--- config.mk ---
export PLATFORM = sky130hd
export DESIGN_NAME = twb_slave
export DESIGN_NICKNAME = d
export VERILOG_FILES = /design/src/pkg/twb_pkg.sv /design/src/rtl/twb_cond.sv /design/src/rtl/twb_slave.sv /design/src/rtl/twb_sync.sv
export SDC_FILE = /design/constraint.sdc
export NUM_CORES = 1
export LEC_CHECK = 0
export BUFFER_PORTS_ARGS = -buffer_cell sky130_fd_sc_hd__buf_2
export CAP_MARGIN = 15
export CORE_ASPECT_RATIO = 0.7
export CORE_MARGIN = 4
export CORE_UTILIZATION = 35
export CTS_CLUSTER_DIAMETER = 50
export CTS_CLUSTER_SIZE = 40
export DETAILED_ROUTE_END_ITERATION = 8
export GPL_TIMING_DRIVEN = 0
export HOLD_SLACK_MARGIN = 0.15
export PLACE_DENSITY = 0.61
export RECOVER_POWER = 100
export SYNTH_ARGS = -nofsm -noshare
export SYNTH_HDL_FRONTEND = slang
export SYNTH_HIERARCHICAL = 1
export SYNTH_SLANG_ARGS = --single-unit
--- constraint.sdc ---
create_clock -name clk_i -period 5.43 [get_ports clk_i]
set_input_delay 0.8145 -clock clk_i [delete_from_list [all_inputs] [get_ports clk_i]]
set_output_delay 0.8145 -clock clk_i [all_outputs]
set_load 0.005 [all_outputs]
--- src/pkg/twb_pkg.sv ---
// Constants and types shared by the two-wire bus framing block.
package twb_pkg;

	// ----------------------------------------------------------------
	// Packet geometry
	// ----------------------------------------------------------------
	localparam int unsigned ADDR_W    = 7;
	localparam int unsigned BYTE_W    = 8;
	localparam int unsigned CNT_W     = 4;
	localparam logic [3:0]  BYTE_BITS = 4'h8;
	localparam logic [3:0]  CNT_RST   = 4'h0;

	// ----------------------------------------------------------------
	// Address space
	// ----------------------------------------------------------------
	localparam logic [6:0] GCALL_ADDR = 7'h00;
	localparam logic [3:0] RSVD_TOP   = 4'hf;
	localparam logic       DIR_READ   = 1'b1;

	// ----------------------------------------------------------------
	// Reset values and open-drain driver level
	// ----------------------------------------------------------------
	localparam logic       LINE_IDLE = 1'b1;
	localparam logic [7:0] BYTE_RST  = 8'h00;
	localparam logic       PULL_LOW  = 1'b0;

	// ----------------------------------------------------------------
	// Timing
	// ----------------------------------------------------------------
	localparam int unsigned CLK_PERIOD_PS = 5000;
	localparam int unsigned SYNC_STAGES   = 2;

	// ----------------------------------------------------------------
	// Slave framing states
	// ----------------------------------------------------------------
	typedef enum logic [3:0] {
		S_IDLE,
		S_ADDR,
		S_ADDR_ACK,
		S_RX,
		S_RX_ACK,
		S_TX_LOAD,
		S_TX,
		S_TX_ACK,
		S_IGNORE
	} twb_state_e;

endpackage : twb_pkg

--- src/rtl/twb_cond.sv ---
// Clock edge and start/stop condition detector on synchronised lines.
`timescale 1ns/10ps
`default_nettype none

module twb_cond (
	input  wire logic clk_i,
	input  wire logic rst_n_i,
	input  wire logic scl_i,
	input  wire logic sda_i,
	output var  logic scl_rise_o,
	output var  logic scl_fall_o,
	output var  logic start_o,
	output var  logic stop_o
);
	import twb_pkg::*;

	logic scl_r;
	logic sda_r;

	always_ff @(posedge clk_i) begin
		if (!rst_n_i) begin
			scl_r <= LINE_IDLE;
			sda_r <= LINE_IDLE;
		end else begin
			scl_r <= scl_i;
			sda_r <= sda_i;
		end
	end

	// An SDA change while SCL stays high is a condition, never data.
	always_comb begin
		scl_rise_o = scl_i & ~scl_r;
		scl_fall_o = ~scl_i & scl_r;
		start_o    = scl_i & scl_r & sda_r & ~sda_i;
		stop_o     = scl_i & scl_r & ~sda_r & sda_i;
	end

endmodule : twb_cond
`default_nettype wire

--- src/rtl/twb_slave.sv ---
// Two-wire bus slave framing: conditions, address packet, data packets, acknowledge.
`timescale 1ns/10ps
`default_nettype none

// How it works
// - SDA is only changed while SCL is low, outside start and stop.
// - SDA edges while SCL is high are detected as start or stop.
// - Bus is flagged busy from a start until the next stop.
// - A repeated start restarts address reception; bus stays busy.
// - Address packet: seven address bits, direction bit, acknowledge bit.
// - Direction one means read, zero means write.
// - Own address matched: SDA pulled low in the ninth clock.
// - Unmatched or unusable address: SDA left high, wait for stop or start.
// - Address bits arrive most significant bit first.
// - Address zero is general call, never an individual address.
// - General call write is acknowledged when enabled; data then received.
// - Own addresses 1111xxx are reserved and never matched.
// - Data packet: eight data bits then one acknowledge bit.
// - Master clocks the bus; the receiving party acknowledges.
// - Acknowledge is SDA low in the ninth clock; high means not-acknowledge.
// - A byte that cannot be taken is answered with not-acknowledge.
// - Data bytes go out most significant bit first.
// - Interface works only while the power gate input is zero.
// - Lines are only pulled low or released, never driven high.
// - Seven-bit address field, up to 119 usable own addresses.
// - SCL is held low while no transmit byte is ready.
module twb_slave (
	input  wire logic                      clk_i,
	input  wire logic                      rst_n_i,
	input  wire logic                      two_wire_power_gate_i,
	input  wire logic [twb_pkg::ADDR_W-1:0] own_addr_i,
	input  wire logic                      gcall_en_i,
	input  wire logic                      rx_accept_i,
	input  wire logic [twb_pkg::BYTE_W-1:0] tx_data_i,
	input  wire logic                      tx_valid_i,
	input  wire logic                      scl_i,
	output var  logic                      scl_o,
	output var  logic                      scl_oe_o,
	input  wire logic                      sda_i,
	output var  logic                      sda_o,
	output var  logic                      sda_oe_o,
	output var  logic [twb_pkg::BYTE_W-1:0] rx_data_o,
	output var  logic                      rx_valid_o,
	output var  logic                      tx_ready_o,
	output var  logic                      start_o,
	output var  logic                      stop_o,
	output var  logic                      bus_busy_o,
	output var  logic                      addressed_o,
	output var  logic                      dir_read_o,
	output var  logic                      gcall_o,
	output var  logic                      tx_nack_o
);
	import twb_pkg::*;

	// ----------------------------------------------------------------
	// Line sampling
	// ----------------------------------------------------------------
	logic [1:0] lines_s;
	logic       scl_s;
	logic       sda_s;
	logic       scl_rise;
	logic       scl_fall;
	logic       start_ev;
	logic       stop_ev;

	twb_sync #(.WIDTH(SYNC_STAGES)) u_sync (
		.clk_i   (clk_i),
		.rst_n_i (rst_n_i),
		.async_i ({scl_i, sda_i}),
		.sync_o  (lines_s)
	);

	assign scl_s = lines_s[1];
	assign sda_s = lines_s[0];

	twb_cond u_cond (
		.clk_i      (clk_i),
		.rst_n_i    (rst_n_i),
		.scl_i      (scl_s),
		.sda_i      (sda_s),
		.scl_rise_o (scl_rise),
		.scl_fall_o (scl_fall),
		.start_o    (start_ev),
		.stop_o     (stop_ev)
	);

	// ----------------------------------------------------------------
	// State
	// ----------------------------------------------------------------
	twb_state_e        state_r,     state_nxt;
	logic [CNT_W-1:0]  cnt_r,       cnt_nxt;
	logic [BYTE_W-1:0] shift_r,     shift_nxt;
	logic              ack_r,       ack_nxt;
	logic              sda_oe_r,    sda_oe_nxt;
	logic              scl_oe_r,    scl_oe_nxt;
	logic [BYTE_W-1:0] rx_data_r,   rx_data_nxt;
	logic              rx_valid_r,  rx_valid_nxt;
	logic              tx_ready_r,  tx_ready_nxt;
	logic              start_r,     start_nxt;
	logic              stop_r,      stop_nxt;
	logic              busy_r,      busy_nxt;
	logic              addressed_r, addressed_nxt;
	logic              read_r,      read_nxt;
	logic              gcall_r,     gcall_nxt;
	logic              nack_r,      nack_nxt;

	logic own_ok;
	logic addr_hit;
	logic gc_hit;
	logic byte_end;

	// ----------------------------------------------------------------
	// Address recognition
	// ----------------------------------------------------------------
	always_comb begin
		own_ok   = (own_addr_i != GCALL_ADDR) && (own_addr_i[6:3] != RSVD_TOP);
		addr_hit = own_ok && (shift_r[7:1] == own_addr_i);
		gc_hit   = gcall_en_i && (shift_r[7:1] == GCALL_ADDR) && (shift_r[0] != DIR_READ);
		byte_end = scl_fall && (cnt_r == BYTE_BITS);
	end

	// ----------------------------------------------------------------
	// Next state
	// ----------------------------------------------------------------
	always_comb begin
		state_nxt     = state_r;
		cnt_nxt       = cnt_r;
		shift_nxt     = shift_r;
		ack_nxt       = ack_r;
		sda_oe_nxt    = sda_oe_r;
		scl_oe_nxt    = 1'b0;
		rx_data_nxt   = rx_data_r;
		rx_valid_nxt  = 1'b0;
		tx_ready_nxt  = 1'b0;
		start_nxt     = 1'b0;
		stop_nxt      = 1'b0;
		busy_nxt      = busy_r;
		addressed_nxt = addressed_r;
		read_nxt      = read_r;
		gcall_nxt     = gcall_r;
		nack_nxt      = 1'b0;
		if (two_wire_power_gate_i) begin
			state_nxt     = S_IDLE;
			sda_oe_nxt    = 1'b0;
			busy_nxt      = 1'b0;
			addressed_nxt = 1'b0;
			cnt_nxt       = CNT_RST;
		end else if (start_ev) begin
			state_nxt     = S_ADDR;
			cnt_nxt       = CNT_RST;
			sda_oe_nxt    = 1'b0;
			start_nxt     = 1'b1;
			busy_nxt      = 1'b1;
			addressed_nxt = 1'b0;
			gcall_nxt     = 1'b0;
		end else if (stop_ev) begin
			state_nxt     = S_IDLE;
			sda_oe_nxt    = 1'b0;
			stop_nxt      = 1'b1;
			busy_nxt      = 1'b0;
			addressed_nxt = 1'b0;
		end else begin
			unique case (state_r)
				S_IDLE, S_IGNORE: begin
					sda_oe_nxt = 1'b0;
				end
				S_ADDR, S_RX: begin
					if (scl_rise) begin
						shift_nxt = {shift_r[6:0], sda_s};
						cnt_nxt   = cnt_r + 4'h1;
					end else if (byte_end && state_r == S_ADDR) begin
						if (addr_hit || gc_hit) begin
							state_nxt     = S_ADDR_ACK;
							sda_oe_nxt    = 1'b1;
							addressed_nxt = 1'b1;
							read_nxt      = (shift_r[0] == DIR_READ);
							gcall_nxt     = gc_hit;
						end else begin
							state_nxt = S_IGNORE;
						end
					end else if (byte_end) begin
						state_nxt    = S_RX_ACK;
						rx_data_nxt  = shift_r;
						rx_valid_nxt = 1'b1;
						ack_nxt      = rx_accept_i;
						sda_oe_nxt   = rx_accept_i;
					end
				end
				S_ADDR_ACK: begin
					if (scl_fall) begin
						sda_oe_nxt = 1'b0;
						cnt_nxt    = CNT_RST;
						shift_nxt  = BYTE_RST;
						state_nxt  = read_r ? S_TX_LOAD : S_RX;
					end
				end
				S_RX_ACK: begin
					if (scl_fall) begin
						sda_oe_nxt = 1'b0;
						cnt_nxt    = CNT_RST;
						state_nxt  = ack_r ? S_RX : S_IGNORE;
					end
				end
				S_TX_LOAD: begin
					if (tx_valid_i) begin
						shift_nxt    = tx_data_i;
						sda_oe_nxt   = ~tx_data_i[7];
						tx_ready_nxt = 1'b1;
						cnt_nxt      = CNT_RST;
						state_nxt    = S_TX;
					end else begin
						scl_oe_nxt = 1'b1;
					end
				end
				S_TX: begin
					if (scl_rise) begin
						cnt_nxt = cnt_r + 4'h1;
					end else if (byte_end) begin
						sda_oe_nxt = 1'b0;
						state_nxt  = S_TX_ACK;
					end else if (scl_fall) begin
						shift_nxt  = {shift_r[6:0], 1'b0};
						sda_oe_nxt = ~shift_r[6];
					end
				end
				S_TX_ACK: begin
					if (scl_rise) begin
						ack_nxt = ~sda_s;
					end else if (scl_fall) begin
						if (ack_r) begin
							state_nxt = S_TX_LOAD;
						end else begin
							nack_nxt  = 1'b1;
							state_nxt = S_IGNORE;
						end
					end
				end
			endcase
		end
	end

	// ----------------------------------------------------------------
	// Registers
	// ----------------------------------------------------------------
	always_ff @(posedge clk_i) begin
		if (!rst_n_i) begin
			state_r     <= S_IDLE;
			cnt_r       <= CNT_RST;
			shift_r     <= BYTE_RST;
			ack_r       <= 1'b0;
			sda_oe_r    <= 1'b0;
			scl_oe_r    <= 1'b0;
			rx_data_r   <= BYTE_RST;
			rx_valid_r  <= 1'b0;
			tx_ready_r  <= 1'b0;
			start_r     <= 1'b0;
			stop_r      <= 1'b0;
			busy_r      <= 1'b0;
			addressed_r <= 1'b0;
			read_r      <= 1'b0;
			gcall_r     <= 1'b0;
			nack_r      <= 1'b0;
		end else begin
			state_r     <= state_nxt;
			cnt_r       <= cnt_nxt;
			shift_r     <= shift_nxt;
			ack_r       <= ack_nxt;
			sda_oe_r    <= sda_oe_nxt;
			scl_oe_r    <= scl_oe_nxt;
			rx_data_r   <= rx_data_nxt;
			rx_valid_r  <= rx_valid_nxt;
			tx_ready_r  <= tx_ready_nxt;
			start_r     <= start_nxt;
			stop_r      <= stop_nxt;
			busy_r      <= busy_nxt;
			addressed_r <= addressed_nxt;
			read_r      <= read_nxt;
			gcall_r     <= gcall_nxt;
			nack_r      <= nack_nxt;
		end
	end

	// Open-drain drivers only ever pull low.
	logic scl_lvl_r;
	logic sda_lvl_r;

	always_ff @(posedge clk_i) begin
		scl_lvl_r <= PULL_LOW;
		sda_lvl_r <= PULL_LOW;
	end

	assign scl_o       = scl_lvl_r;
	assign sda_o       = sda_lvl_r;
	assign scl_oe_o    = scl_oe_r;
	assign sda_oe_o    = sda_oe_r;
	assign rx_data_o   = rx_data_r;
	assign rx_valid_o  = rx_valid_r;
	assign tx_ready_o  = tx_ready_r;
	assign start_o     = start_r;
	assign stop_o      = stop_r;
	assign bus_busy_o  = busy_r;
	assign addressed_o = addressed_r;
	assign dir_read_o  = read_r;
	assign gcall_o     = gcall_r;
	assign tx_nack_o   = nack_r;

	// ----------------------------------------------------------------
	// Checks
	// ----------------------------------------------------------------
	sda_change_low_a: assert property (@(posedge clk_i) disable iff (!rst_n_i)
		$changed(sda_oe_r) |-> !$past(scl_s) || $past(start_ev) || $past(stop_ev)
			|| $past(two_wire_power_gate_i))
		else $error("SDA drive changed while SCL was high");

	busy_on_start_a: assert property (@(posedge clk_i) disable iff (!rst_n_i)
		(start_ev && !two_wire_power_gate_i) |=> busy_r && start_r && state_r == S_ADDR)
		else $error("Start did not mark the bus busy");

	busy_off_stop_a: assert property (@(posedge clk_i) disable iff (!rst_n_i)
		(stop_ev && !start_ev) |=> !busy_r && !sda_oe_r)
		else $error("Stop did not free the bus");

	addr_ack_a: assert property (@(posedge clk_i) disable iff (!rst_n_i)
		(state_r == S_ADDR && byte_end && addr_hit && !start_ev && !stop_ev
			&& !two_wire_power_gate_i) |=> sda_oe_r && addressed_o
			&& dir_read_o == $past(shift_r[0]))
		else $error("Own address was not acknowledged");

	gcall_read_a: assert property (@(posedge clk_i) disable iff (!rst_n_i)
		(state_r == S_ADDR && byte_end && shift_r == 8'h01) |=> !sda_oe_r)
		else $error("General call read was acknowledged");

	rsvd_addr_a: assert property (@(posedge clk_i) disable iff (!rst_n_i)
		(state_r == S_ADDR && byte_end && shift_r[7:4] == RSVD_TOP && !start_ev && !stop_ev
			&& !two_wire_power_gate_i) |=> !addressed_r && !sda_oe_r)
		else $error("Reserved address was acknowledged");

	rx_ack_a: assert property (@(posedge clk_i) disable iff (!rst_n_i)
		(state_r == S_RX && byte_end && !start_ev && !stop_ev && !two_wire_power_gate_i)
			|=> sda_oe_r == $past(rx_accept_i) && rx_valid_r
			&& rx_data_r == $past(shift_r))
		else $error("Received byte acknowledge mismatch");

	tx_msb_a: assert property (@(posedge clk_i) disable iff (!rst_n_i)
		(state_r == S_TX_LOAD && tx_valid_i && !start_ev && !stop_ev
			&& !two_wire_power_gate_i) |=> sda_oe_r == !$past(tx_data_i[7]) && tx_ready_r)
		else $error("Transmit byte did not start with its MSB");

	scl_stretch_a: assert property (@(posedge clk_i) disable iff (!rst_n_i)
		(state_r == S_TX_LOAD && !tx_valid_i && !start_ev && !stop_ev
			&& !two_wire_power_gate_i) |=> scl_oe_r)
		else $error("SCL not held while waiting for data");

	power_off_a: assert property (@(posedge clk_i) disable iff (!rst_n_i)
		two_wire_power_gate_i [*2] |-> !sda_oe_r && !scl_oe_r && !busy_r)
		else $error("Interface active while gated off");

endmodule : twb_slave
`default_nettype wire

--- src/rtl/twb_sync.sv ---
// Two-flop synchroniser for the bus lines.
`timescale 1ns/10ps
`default_nettype none

module twb_sync #(
	parameter int unsigned WIDTH = 2
) (
	input  wire logic             clk_i,
	input  wire logic             rst_n_i,
	input  wire logic [WIDTH-1:0] async_i,
	output var  logic [WIDTH-1:0] sync_o
);
	import twb_pkg::*;

	logic [WIDTH-1:0] stg1_r;
	logic [WIDTH-1:0] stg2_r;

	// Both stages idle high so a reset never fakes a bus edge.
	always_ff @(posedge clk_i) begin
		if (!rst_n_i) begin
			stg1_r <= {WIDTH{LINE_IDLE}};
			stg2_r <= {WIDTH{LINE_IDLE}};
		end else begin
			stg1_r <= async_i;
			stg2_r <= stg1_r;
		end
	end

	assign sync_o = stg2_r;

endmodule : twb_sync
`default_nettype wire

# --- Word level (Yosys, flattened, before mapping) ---
# Cells that the tools add are included.
op_classes:
  n_addsub: 1
  n_eq_ne: 41
  mux: 56
  n_bitwise: 24
  n_reduce_logical: 40
op_table:
  columns: ["operator", "count"]
  rows:
  - ["4-bit 2-to-1 mux", 16]
  - ["8-bit 2-to-1 mux", 6]
  - ["4-bit inequality test, second input constant", 9]
  - ["8-bit one-hot mux with 4 select lines", 1]
  - ["2-bit inequality test, second input constant", 15]
  - ["10-bit AND reduction", 3]
  - ["1-bit 2-to-1 mux", 28]
  - ["4-bit one-hot mux with 6 select lines", 1]
  - ["1-bit inverter", 17]
  - ["4-bit by 3-bit equality test with 1-bit output, second input constant", 4]
  - ["8-bit AND reduction", 2]
  - ["7-bit AND reduction", 2]
  - ["7-bit OR reduction", 2]
  - ["4-bit one-hot mux with 3 select lines", 1]
  - ["2-bit nonzero test", 5]
  - ["3-bit inequality test, second input constant", 3]
  - ["4-bit by 2-bit equality test with 1-bit output, second input constant", 2]
  - ["4-bit equality test, second input constant", 2]
  - ["8-bit nonzero test", 1]
  - ["2-bit OR reduction", 4]
  - ["1-bit bitwise AND", 7]
  - ["7-bit equality test", 1]
  - ["7-bit logical NOT", 1]
  - ["7-bit nonzero test", 1]
  - ["other kinds (20)", 28]
word_totals:
  ff_bits: 42
  inputBits: 23
  output_inout_bits: 21
  elab_cells: 183

# --- Longest topological paths before layout ---
# Gate-level depths: netlist of run 1.
depth:
  ltp_word: 10
  mapped_depth: 8
  ltp_nobuf: 7

# --- Modules after synthesis ---
# Netlist of run 1, hierarchy kept.
by_module_without_submodules:
  columns: ["module", "n_inst", "cells_each", "area_per_inst_um2"]
  rows:
  - ["twb_slave", 1, 284, 2254.7]
  - ["twb_sync", 1, 8, 105.1]
  - ["twb_cond", 1, 8, 85.1]

# --- Worst setup path before layout of run 1 ---
# Ideal clock, no wire load.
synth_path:
  kind: "input to register"
  from: "in own_addr_i[2] in the netlist's numbering"
  to: "reg read_r (netlist: dir_read_o)"
  arrival_ns: 2.363
  t_required_ns: 5.358
  setup_slack_ns: 2.996
  stages: 5
  path_buffers: 0
  path_cell_list: "xor2_1 -> or3_1 -> or4_4 -> a2111oi_4 -> mux2i_1"
synth_via:
  elab_chain_len: 5
  word_cells_on_any_way: 6
  classes_between: "eq/ne (1); reduce/logical (5)"
synth_lines:
  columns: ["element", "line", "source"]
  rows:
  - ["start, declared", "twb_slave.sv:31", "input wire logic [twb_pkg::ADDR_W-1:0] own_addr_i,"]
  - ["7-bit nonzero test", "twb_slave.sv:116", "own_ok = (own_addr_i != GCALL_ADDR) && (own_addr_i[6:3] != RSVD_TOP);"]
  - ["1-bit logical AND", "twb_slave.sv:116", null]
  - ["1-bit logical AND *", "twb_slave.sv:117", "addr_hit = own_ok && (shift_r[7:1] == own_addr_i);"]
  - ["1-bit logical OR *", "twb_slave.sv:172", "if (addr_hit || gc_hit) begin"]
  - ["7-bit AND reduction (no line) *", null, null]
  - ["end signal, assigned", "twb_slave.sv:277", "read_r <= read_nxt;"]
  - ["end, declared", "twb_slave.sv:103", "logic read_r, read_nxt;"]
# Mark *: on every way between the ends. The rest lies on a longest branch, timed or not.
# A chain may end at the register's enable or synchronous reset.

# --- Worst setup path in the final report of run 1 ---
layout_path:
  from: "reg u_cond.scl_r"
  to: "reg state_r[0]"
layout_via:
  elab_chain_len: 8
  word_cells_on_any_way: 26
  classes_between: "eq/ne (9); mux (5); bitwise (8); reduce/logical (4)"
layout_lines:
  columns: ["element", "line", "source"]
  rows:
  - ["start, declared", "twb_cond.sv:17", "logic scl_r;"]
  - ["start signal, assigned", "twb_cond.sv:25", "scl_r <= scl_i;"]
  - ["1-bit bitwise AND *", "twb_cond.sv:33", "scl_fall_o = ~scl_i & scl_r;"]
  - ["net scl_fall", "twb_slave.sv:62", "logic scl_fall;"]
  - ["1-bit logical AND", "twb_slave.sv:119", "byte_end = scl_fall && (cnt_r == BYTE_BITS);"]
  - ["1-bit logical AND", "twb_slave.sv:171", "end else if (byte_end && state_r == S_ADDR) begin"]
  - ["4-bit 2-to-1 mux", "twb_slave.sv:171", null]
  - ["4-bit 2-to-1 mux", "twb_slave.sv:168", "if (scl_rise) begin"]
  - ["4-bit one-hot mux with 6 select lines", "twb_slave.sv:163", "unique case (state_r)"]
  - ["1-bit 2-to-1 mux", "twb_slave.sv:156", "end else if (stop_ev) begin"]
  - ["1-bit 2-to-1 mux", "twb_slave.sv:148", "end else if (start_ev) begin"]
  - ["end signal, assigned", "twb_slave.sv:264", "state_r <= state_nxt;"]
  - ["end, declared", "twb_slave.sv:90", "twb_state_e state_r, state_nxt;"]
# Mark *: on every way through the listed nets, which the timed path passes. The rest lies on a longest branch. The select of a mux whose other input is x is not followed.

==> impl_metrics.env, run 1 <==
export IMPL_setup_violations=0
export IMPL_numCtsBuffers=5
export IMPL_start_util=0.362
export IMPL_drtIter0Drc=279
export IMPL_cp_start_kind="flip-flop"
export IMPL_seq_area_frac_synth=0.344
export IMPL_via_count=2489
export IMPL_synth_cells=300
export IMPL_die_area_mm2=0.00841
export IMPL_path_class="flip-flop to flip-flop"
export IMPL_worstPathRequired_ps=5660
export IMPL_netlist_area_mm2=0.00244
export IMPL_gp_congestion=0.883
export IMPL_grt_usage=0.173
export IMPL_die_h_um=77.9
export IMPL_path_clk_slew_ps=80
export IMPL_cts_max_level=2
export IMPL_regToRegSetupSlack_ps=2460
export IMPL_die_w_um=108
export IMPL_hold_path_class="flip-flop to flip-flop"
export IMPL_route_met2_wl_um=2820
export IMPL_maxSlewHeadroom=0.0736
export IMPL_diodes=0
export IMPL_slew_viol_final=0
export IMPL_combPwrFrac=0.081
export IMPL_max_freq_ghz=0.336
export IMPL_final_util=0.421
export IMPL_cts_max_path_buffers=2
export IMPL_post_route_drc_count=0
export IMPL_cts_resized=0
export IMPL_reg2reg_to="state_r[0]"
export IMPL_antenna_left=0
export IMPL_p_sw_uw=148
export IMPL_dr_wl_met3_um=606
export IMPL_synth_seq_cells=42
export IMPL_drt_met1_wl_um=3630
export IMPL_yosys_cell_types_count=61
export IMPL_firstDrtPassIters=5
export IMPL_crit_arrival_ps=3200
export IMPL_ff2ff_path_depth=7
export IMPL_via_per_inst=5.61
export IMPL_drive_above_1_share=0.146
export IMPL_period_needed_ps=2970
export IMPL_skew_ps=8.86
export IMPL_grt_max_degree=14
export IMPL_ys_flop_type="dfxtp_1"
export IMPL_register_area_um2=841
export IMPL_hold_start="u_sync/stg1_r[1]"
export IMPL_p_clk_frac=0.369
export IMPL_cts_tree="done"
export IMPL_grt_overflow=0
export IMPL_insertion_delay_ps=310
export IMPL_holdPathStages=1
export IMPL_io_pins=44
export IMPL_port_buffers=41
export IMPL_num_rows=25
export IMPL_finalCritPeriodShare=0.547
export IMPL_postCtsSetupBuffers=0
export IMPL_status="complete, no violations"
export IMPL_swShare=0.261
export IMPL_hold_end="u_sync/sync_o[1]"
export IMPL_finalSetupTns_ps=0
export IMPL_leakagePower_uw=0.00110
export IMPL_ir_worst_vdd_v=0.000101
export IMPL_p_int_uw=419
export IMPL_final_cell_mix="42 x dfxtp_1, 35 x buf_2, 26 x clkbuf_1, 25 x nor2_1, 24 x a21oi_1"
export IMPL_cts_sinks=42
export IMPL_rsz0062_at_grt="no"
export IMPL_multi_input_area_mm2=0.00145
export IMPL_rr_startpoint="u_cond/scl_r"
export IMPL_tightest_slew_ps=1370
export IMPL_cts_hold_buf=0
export IMPL_async_reset_ff_frac=0
export IMPL_grt_pass1_wl_um=11600
export IMPL_layout_commonest_cell="dfxtp_1"
export IMPL_yosys_warnings=6
export IMPL_powerDensity_mw_per_mm2=199
export IMPL_hold_viol=0
export IMPL_core_area_mm2=0.00676
export IMPL_max_cap_violations=0
export IMPL_routedWlPerCell_um=16.2
export IMPL_synth_area_per_cell_um2=8.15
export IMPL_top_layer_used="met4"
export IMPL_nNetsFinal=374
export IMPL_grt_pass1_vias=2234
export IMPL_clock_root_buffer="clkbuf_8"
export IMPL_hpwl_um=5320
export IMPL_antenna_found_initial=0
export IMPL_synth_edf_count=0
export IMPL_crit_fanout=9
export IMPL_filler_cell_count=723
export IMPL_critPathCaptureType="flip-flop"
export IMPL_wl_um=7180
export IMPL_area_growth_pct=16.3
export IMPL_pwr_share_seq=0.550
worst max-delay path, stage by stage (launching register included):
cell      delay, ps
dfxtp_1         360
nor2b_1         130
clkbuf_1        360
nand4b_1        450
nor3_1          340
o311ai_0        480
or4_1           610
a31oi_1         170
layer usage:
metal,GRT usage,vias to the layer above
met5,0,-
met2,0.223,117
met3,0.0407,21
li1,-,1210
met4,0.0542,0
met1,0.274,1141
through the flow:
stage               cells  setup WS [ps]  area (µm²)  power [µW]  hold WS, ps
finish                444           2460        2840         567          410
global route          444           2190        2840         591          425
CTS                   444           2830        2860         570          411
detailed placement    436           2670        2770         365          391
global placement      436           2690        2770         364          393
floorplan             301           3000        2450         345          386
worst max-delay path by stage:
stage                           from  slack [ps]    endpoint  cells past startpoint
6_report                u_cond/scl_r        2460  state_r[0]                      7
5_1_grt                 u_cond/scl_r        2190  state_r[0]                      7
3_5_place_dp   two_wire_power_gate_i        2670  shift_r[6]                      6
3_3_place_gp   two_wire_power_gate_i        2690  shift_r[6]                      6
2_1_floorplan          own_addr_i[2]        3000  dir_read_o                      5
4_1_cts             u_sync/sync_o[0]        2830  shift_r[6]                      6
cells by family after synthesis:
logic type / after synthesis / share of synthesized area
and+or+nand+nor: 118 / 0.272
DFF: 42 / 0.344
other: 1 / 0.00153
adders and majority gates: 2 / 0.0102
xor gates and xnor gates: 6 / 0.0215
AOI/OAI and AO/OA: 81 / 0.228
muxes: 14 / 0.0578
buffers and inverters: 36 / 0.0645
state kept, by name, indices dropped and copies added (netlist names), 2 cells and up:
signal,count
rx_data_o,8
u_sync/sync_o,2
cnt_r,4
state_r,4
shift_r,8
u_sync/stg1_r,2
synth_stat cells, drive strengths merged, types with 3 or more instances:
cell type | n | share of area
a21oi | 24 | 0.049
a32o | 3 | 0.012
and3 | 3 | 0.0077
buf | 9 | 0.023
clkbuf | 13 | 0.020
dfxtp | 42 | 0.34
inv | 14 | 0.021
mux2i | 13 | 0.053
nand2 | 15 | 0.023
nand2b | 12 | 0.031
nand3 | 8 | 0.016
nor2 | 25 | 0.038
nor2b | 7 | 0.018
nor3 | 11 | 0.023
nor3b | 3 | 0.0092
nor4 | 8 | 0.020
o211ai | 3 | 0.0092
o21ai | 15 | 0.031
o22ai | 7 | 0.018
o31ai | 4 | 0.012
or4 | 10 | 0.032
xnor2 | 3 | 0.011
xor2 | 3 | 0.011
power by group through the flow:
stage	clock network [µW]	logic [µW]	registers, µW
6_report	209	46.0	311
5_1_grt	227	51.3	312
4_1_cts	212	46.0	311
3_5_place_dp	0	45.8	319
3_3_place_gp	0	45.2	319
2_1_floorplan	0	26.4	318
area by class of cell:
| cell class | count | area share |
|---|---|---|
| plain buffers | 22 | 0.0357 |
| clock buffers | 6 | 0.0255 |
| clock inverters | 2 | 0.00484 |
| inverters | 14 | 0.0185 |
| multi-input cells | 223 | 0.510 |
| flip-flops and latches | 42 | 0.296 |
| well taps | 94 | 0.0414 |
| repair buffers | 41 | 0.0682 |
Note: power is estimated with default switching activity, not from simulation.
==> inputs of run 2 (changes only) <==
--- a/config.mk
+++ b/config.mk
@@ -5,6 +5,7 @@
 export SDC_FILE = /design/constraint.sdc
 export NUM_CORES = 1
 export LEC_CHECK = 0
+export ABC_AREA = 1
 export BUFFER_PORTS_ARGS = -buffer_cell sky130_fd_sc_hd__buf_2
 export CAP_MARGIN = 15
 export CORE_ASPECT_RATIO = 0.7
@@ -15,7 +16,7 @@
 export DETAILED_ROUTE_END_ITERATION = 8
 export GPL_TIMING_DRIVEN = 0
 export HOLD_SLACK_MARGIN = 0.15
-export PLACE_DENSITY = 0.61
+export PLACE_DENSITY = 0.62
 export RECOVER_POWER = 100
 export SYNTH_ARGS = -nofsm -noshare
 export SYNTH_HDL_FRONTEND = slang
==> constraint.sdc (replaced) <==
create_clock -name clk_i -period 3.05 [get_ports clk_i]
set_input_delay 0.4575 -clock clk_i [delete_from_list [all_inputs] [get_ports clk_i]]
set_output_delay 0.4575 -clock clk_i [all_outputs]
set_load 0.005 [all_outputs]
==> impl_metrics.env, run 2 <==
export IMPL_firstDrtPassIters=5
export IMPL_skew_ps=9.08
export IMPL_p_sw_uw=308
export IMPL_drive_above_1_share=0.105
export IMPL_diodes=0
export IMPL_rsz0062_at_grt="no"
export IMPL_async_reset_ff_frac=0
export IMPL_seq_area_frac_synth=0.368
export IMPL_grt_max_degree=16
export IMPL_die_w_um=105
export IMPL_cts_max_path_buffers=2
export IMPL_yosys_cell_types_count=27
export IMPL_path_class="flip-flop to flip-flop"
export IMPL_status="complete, no violations"
export IMPL_pwr_share_seq=0.527
export IMPL_hpwl_um=5000
export IMPL_powerDensity_mw_per_mm2=416
export IMPL_yosys_top_cells_area="dfxtp_1 37%, nand2_1 14%, inv_1 8.4%"
export IMPL_io_pins=44
export IMPL_post_route_drc_count=0
export IMPL_synthAdderAreaFrac=0.0110
export IMPL_hold_viol=0
export IMPL_yosys_area_share_simple=0.341
export IMPL_crit_arrival_ps=2550
export IMPL_postCtsSetupBuffers=0
export IMPL_cts_hold_buf=0
export IMPL_finalCritPeriodShare=0.776
export IMPL_leakagePower_uw=0.00125
export IMPL_cts_resized=0
export IMPL_worstPathRequired_ps=3240
export IMPL_cts_max_level=2
export IMPL_synth_top_family_by_area="simple AND/OR/NAND/NOR gates"
export IMPL_layout_commonest_cell="nand2_1"
export IMPL_final_cell_mix="86 x nand2_1, 53 x inv_1, 47 x nor2_1, 42 x dfxtp_1, 32 x nand3_1"
export IMPL_place_inst=479
export IMPL_hold_path_class="input port to flip-flop"
export IMPL_synth_edf_count=0
export IMPL_via_per_inst=4.94
export IMPL_clock_root_buffer="clkbuf_8"
export IMPL_routedWlPerCell_um=13.0
export IMPL_yosysMostFrequentCell="nand2_1"
export IMPL_grt_overflow=0
export IMPL_synth_compound_area_frac=0.139
export IMPL_synth_area_mux_share=0
export IMPL_cts_sinks=42
export IMPL_period_needed_ps=2370
export IMPL_crit_fanout=10
export IMPL_synth_area_per_cell_um2=6.36
export IMPL_die_h_um=75.6
export IMPL_maxSlewHeadroom=0.570
export IMPL_drtIter0Drc=224
export IMPL_ir_worst_vdd_v=0.000169
export IMPL_yosys_warnings=6
export IMPL_synth_largest_area_cell="dfxtp_1"
export IMPL_cp_start_kind="flip-flop"
export IMPL_path_clk_slew_ps=80
export IMPL_synth_top_area_share=0.368
export IMPL_max_freq_ghz=0.422
export IMPL_start_util=0.364
export IMPL_fin_cells=486
export IMPL_critPathCaptureType="flip-flop"
export IMPL_combPwrFrac=0.163
export IMPL_num_rows=24
export IMPL_grt_pass1_vias=2099
export IMPL_netlist_area_mm2=0.00228
export IMPL_gp_congestion=0.915
export IMPL_numCtsBuffers=5
export IMPL_p_int_uw=778
export IMPL_wl_um=6320
export IMPL_synth_commonest_cells="85 x nand2_1, 51 x inv_1, 45 x nor2_1, 42 x dfxtp_1"
export IMPL_tightest_slew_ps=645
export IMPL_die_area_mm2=0.00790
export IMPL_swShare=0.284
export IMPL_grt_pass1_wl_um=10000
export IMPL_insertion_delay_ps=290
export IMPL_slew_viol_final=0
export IMPL_antenna_found_initial=0
export IMPL_via_count=2400
export IMPL_antenna_left=0
export IMPL_synth_xor_area_frac=0.0230
export IMPL_grt_usage=0.162
export IMPL_setup_violations=0
export IMPL_finalSetupTns_ps=0
export IMPL_area_growth_pct=14.5
export IMPL_core_area_mm2=0.00628
export IMPL_p_clk_frac=0.310
export IMPL_synth_seq_cells=42
export IMPL_port_buffers=41
export IMPL_cts_tree="done"
export IMPL_synth_cells=359
export IMPL_max_cap_violations=0
export IMPL_nNetsFinal=433
export IMPL_ys_flop_type="dfxtp_1"
==> run 2: cell count changes after synthesis, sizes merged, moves of 10 or more <==
cell / before / now
clkbuf: 13 / 1
mux2i: 13 / 0
nand3: 8 / 33
nand2b: 12 / 0
nor2: 25 / 47
inv: 14 / 58
nand2: 15 / 87
or4: 10 / 0
o21ai: 15 / 29
==> run 2: path summary, 6_finish.rpt <==
path	startpoint	to	slack, ps	depth (start not counted)
max reg2reg	state_r[2]	state_r[3]	680	12
min reg2reg	u_sync/stg1_r[0]	u_sync/sync_o[0]	400	2
max	state_r[2]	state_r[3]	680	12
min	scl_i	u_sync/stg1_r[1]	340	3
==> run 2: area by class of cell <==
class                           count  area [µm²]
Tap cell                           78        97.6
Multi-Input combinational cell    253        1150
Fill cell                         715        3660
Clock buffer                        7        76.3
Inverter                           58         218
Timing Repair Buffer               41         189
Sequential cell                    42         841
Buffer                              7        37.5
==> run 2: worst max-delay path, stage by stage, from the launching register on <==
cell      delay, ps
dfxtp_1         400
inv_1            80
nor2_1          260
clkbuf_1        400
nand3_1         280
inv_1           180
nand2_1          90
nand2_1          70
inv_1            40
nand3_1         220
inv_1           100
nand2_1          80
a21oi_1          60
==> run 2: power by group through the flow <==
stage / Sequential [µW] / Clock [µW] / Combinational [µW]
CTS: 573 / 353 / 179
floorplan: 582 / 0 / 124
finish: 573 / 337 / 177
detailed placement: 586 / 0 / 179
global placement: 585 / 0 / 179
global route: 574 / 372 / 198
==> run 2: metal layers <==
metal	track usage	share of wire	wire length, µm	vias up
met5	0	0	0	-
met2	0.237	0.38	2430	101
met1	0.238	0.51	3250	1047
li1	-	-	-	1240
met3	0.0373	0.082	517	12
met4	0.0457	0.020	126	0
==> run 2: kinds of logic after synthesis <==
logic type                 Yosys count
xor gates and xnor gates             6
adders and majority gates            2
DFF                                 42
and+or+nand+nor                    181
AOI/OAI and AO/OA                   62
other                                1
buffers and inverters               65
==> run 2: through the flow <==
step	cell area, µm²	utilization	total power [µW]	worst slack [ps]	hold WS [ps]
floorplan	2290	-	706	1470	380
global placement	2590	0.412	764	1050	384
detailed placement	2590	0.412	764	1020	393
CTS	2670	0.425	1100	1000	333
global route	2610	0.416	1140	419	342
finish	2610	0.416	1090	683	339
==> inputs of run 3 (changes only) <==
==> constraint.sdc (replaced) <==
create_clock -name clk_i -period 2.5 [get_ports clk_i]
set_input_delay 0.375 -clock clk_i [delete_from_list [all_inputs] [get_ports clk_i]]
set_output_delay 0.375 -clock clk_i [all_outputs]
set_load 0.005 [all_outputs]
==> impl_metrics.env, run 3 (same netlist as run 2, synthesis figures left out) <==
export IMPL_maxSlewHeadroom=0.572
export IMPL_p_total_uw=1330
export IMPL_cts_max_level=2
export IMPL_cts_hold_buf=0
export IMPL_period_needed_ps=2140
export IMPL_die_area_mm2=0.00790
export IMPL_hold_path_class="input port to flip-flop"
export IMPL_via_per_inst=4.92
export IMPL_drtIter0Drc=196
export IMPL_start_util=0.364
export IMPL_max_freq_ghz=0.468
export IMPL_nNetsFinal=433
export IMPL_filler_cell_count=713
export IMPL_num_rows=24
export IMPL_routedWlPerCell_um=12.9
export IMPL_powerDensity_mw_per_mm2=507
export IMPL_critPathCaptureType="flip-flop"
export IMPL_max_stage_delay_ps=350
export IMPL_register_area_um2=841
export IMPL_regToRegSetupSlack_ps=360
export IMPL_clock_root_buffer="clkbuf_8"
export IMPL_hpwl_um=5000
export IMPL_wl_um=6260
export IMPL_cp_start_kind="flip-flop"
export IMPL_grt_pass1_wl_um=10000
export IMPL_layout_commonest_cell="nand2_1"
export IMPL_antenna_left=0
export IMPL_max_cap_violations=0
export IMPL_die_w_um=105
export IMPL_insertion_delay_ps=290
export IMPL_finalCritPeriodShare=0.854
export IMPL_cp_cell_sequence="inv_1, nor2_1, nand4_1, inv_1, nand2_1, nand3_1, nor2_1, nand2_1, clkbuf_1, o21ai_1, a21oi_1"
export IMPL_fin_cells=486
export IMPL_cts_sinks=42
export IMPL_ir_worst_vdd_v=0.000205
export IMPL_grt_max_degree=16
export IMPL_tightest_slew_ps=642
export IMPL_die_h_um=75.6
export IMPL_finalSetupTns_ps=0
export IMPL_via_count=2393
export IMPL_area_growth_pct=14.8
export IMPL_cts_tree="done"
export IMPL_critical_path_startpoint="u_cond/scl_r"
export IMPL_final_util=0.417
export IMPL_multi_input_area_mm2=0.00116
export IMPL_crit_arrival_ps=2350
export IMPL_gp_congestion=0.915
export IMPL_rsz0062_at_grt="no"
export IMPL_grt_pass1_vias=2099
export IMPL_cts_max_path_buffers=2
export IMPL_numCtsBuffers=5
export IMPL_cp_slowest_cell="dfxtp_1"
export IMPL_postCtsSetupBuffers=0
export IMPL_setup_violations=0
export IMPL_diodes=0
export IMPL_hold_start="scl_i"
export IMPL_slew_viol_final=0
export IMPL_antenna_found_initial=0
export IMPL_path_clk_slew_ps=70
export IMPL_holdWs_ps=258
export IMPL_grt_overflow=0
export IMPL_drive_above_1_share=0.113
export IMPL_hold_viol=0
export IMPL_grt_usage=0.162
export IMPL_cts_resized=0
export IMPL_place_inst=479
export IMPL_worstPathRequired_ps=2720
export IMPL_final_cell_mix="86 x nand2_1, 52 x inv_1, 47 x nor2_1, 42 x dfxtp_1"
export IMPL_firstDrtPassIters=5
export IMPL_path_class="flip-flop to flip-flop"
export IMPL_leakagePower_uw=0.00125
export IMPL_port_buffers=41
export IMPL_io_pins=44
export IMPL_status="complete, no violations"
export IMPL_rr_startpoint="u_cond/scl_r"
export IMPL_crit_fanout=10
export IMPL_post_route_drc_count=0
export IMPL_skew_ps=9.82
export IMPL_core_area_mm2=0.00628
-- run 3: changes by cell type in the layout (fill, tap and decap cells not counted) --
cell,previous run,this run
nand3_2,1,2
o21ai_0,27,26
inv_1,53,52
clkbuf_2,0,1
nand3_1,32,31
clkbuf_1,19,18
inv_2,5,6
o21ai_1,2,3
-- run 3: final cells by class --
type                    instances  share of cell area
well taps                      78              0.0372
plain buffers                   7              0.0148
multi-input cells             253               0.443
repair buffers                 41              0.0721
clock buffers                   7              0.0291
inverters                      58              0.0831
flip-flops and latches         42               0.321
-- run 3: final timing paths --
check / cells past startpoint / endpoint
hold reg to reg: 2 / u_sync/sync_o[0]
setup / recovery: 11 / shift_r[6]
hold / removal: 3 / u_sync/stg1_r[1]
setup reg to reg: 11 / shift_r[6]
-- run 3: metrics by stage --
step / worst slack, ps / instance area [µm²]
6_report: 365 / 2620
5_1_grt: 142 / 2620
4_1_cts: 454 / 2670
3_5_place_dp: 465 / 2590
3_3_place_gp: 500 / 2590
2_1_floorplan: 920 / 2290
-- run 3: report_power, final --
part	switching [µW]	leakage [µW]	internal (µW)
Clock	221	0.0000383	193
Sequential	15.2	0.000340	684
Combinational	141	0.000875	74.6
-- run 3: routing by layer --
layer  wire [µm]  vias to the layer above  track usage
met1        3190                     1043        0.238
met4          90                        0       0.0457
met5           0                        -            0
met3         576                        8       0.0373
met2        2400                      104        0.237
li1            -                     1238            -
-- run 3: worst max-delay path, delay by kind of cell, from the launching register on --
| family | cells | cell delay, ps |
|---|---|---|
| AOI/OAI and AO/OA | 2 | 260 |
| and+or+nand+nor | 6 | 880 |
| DFF | 1 | 350 |
| buffers and inverters | 3 | 580 |
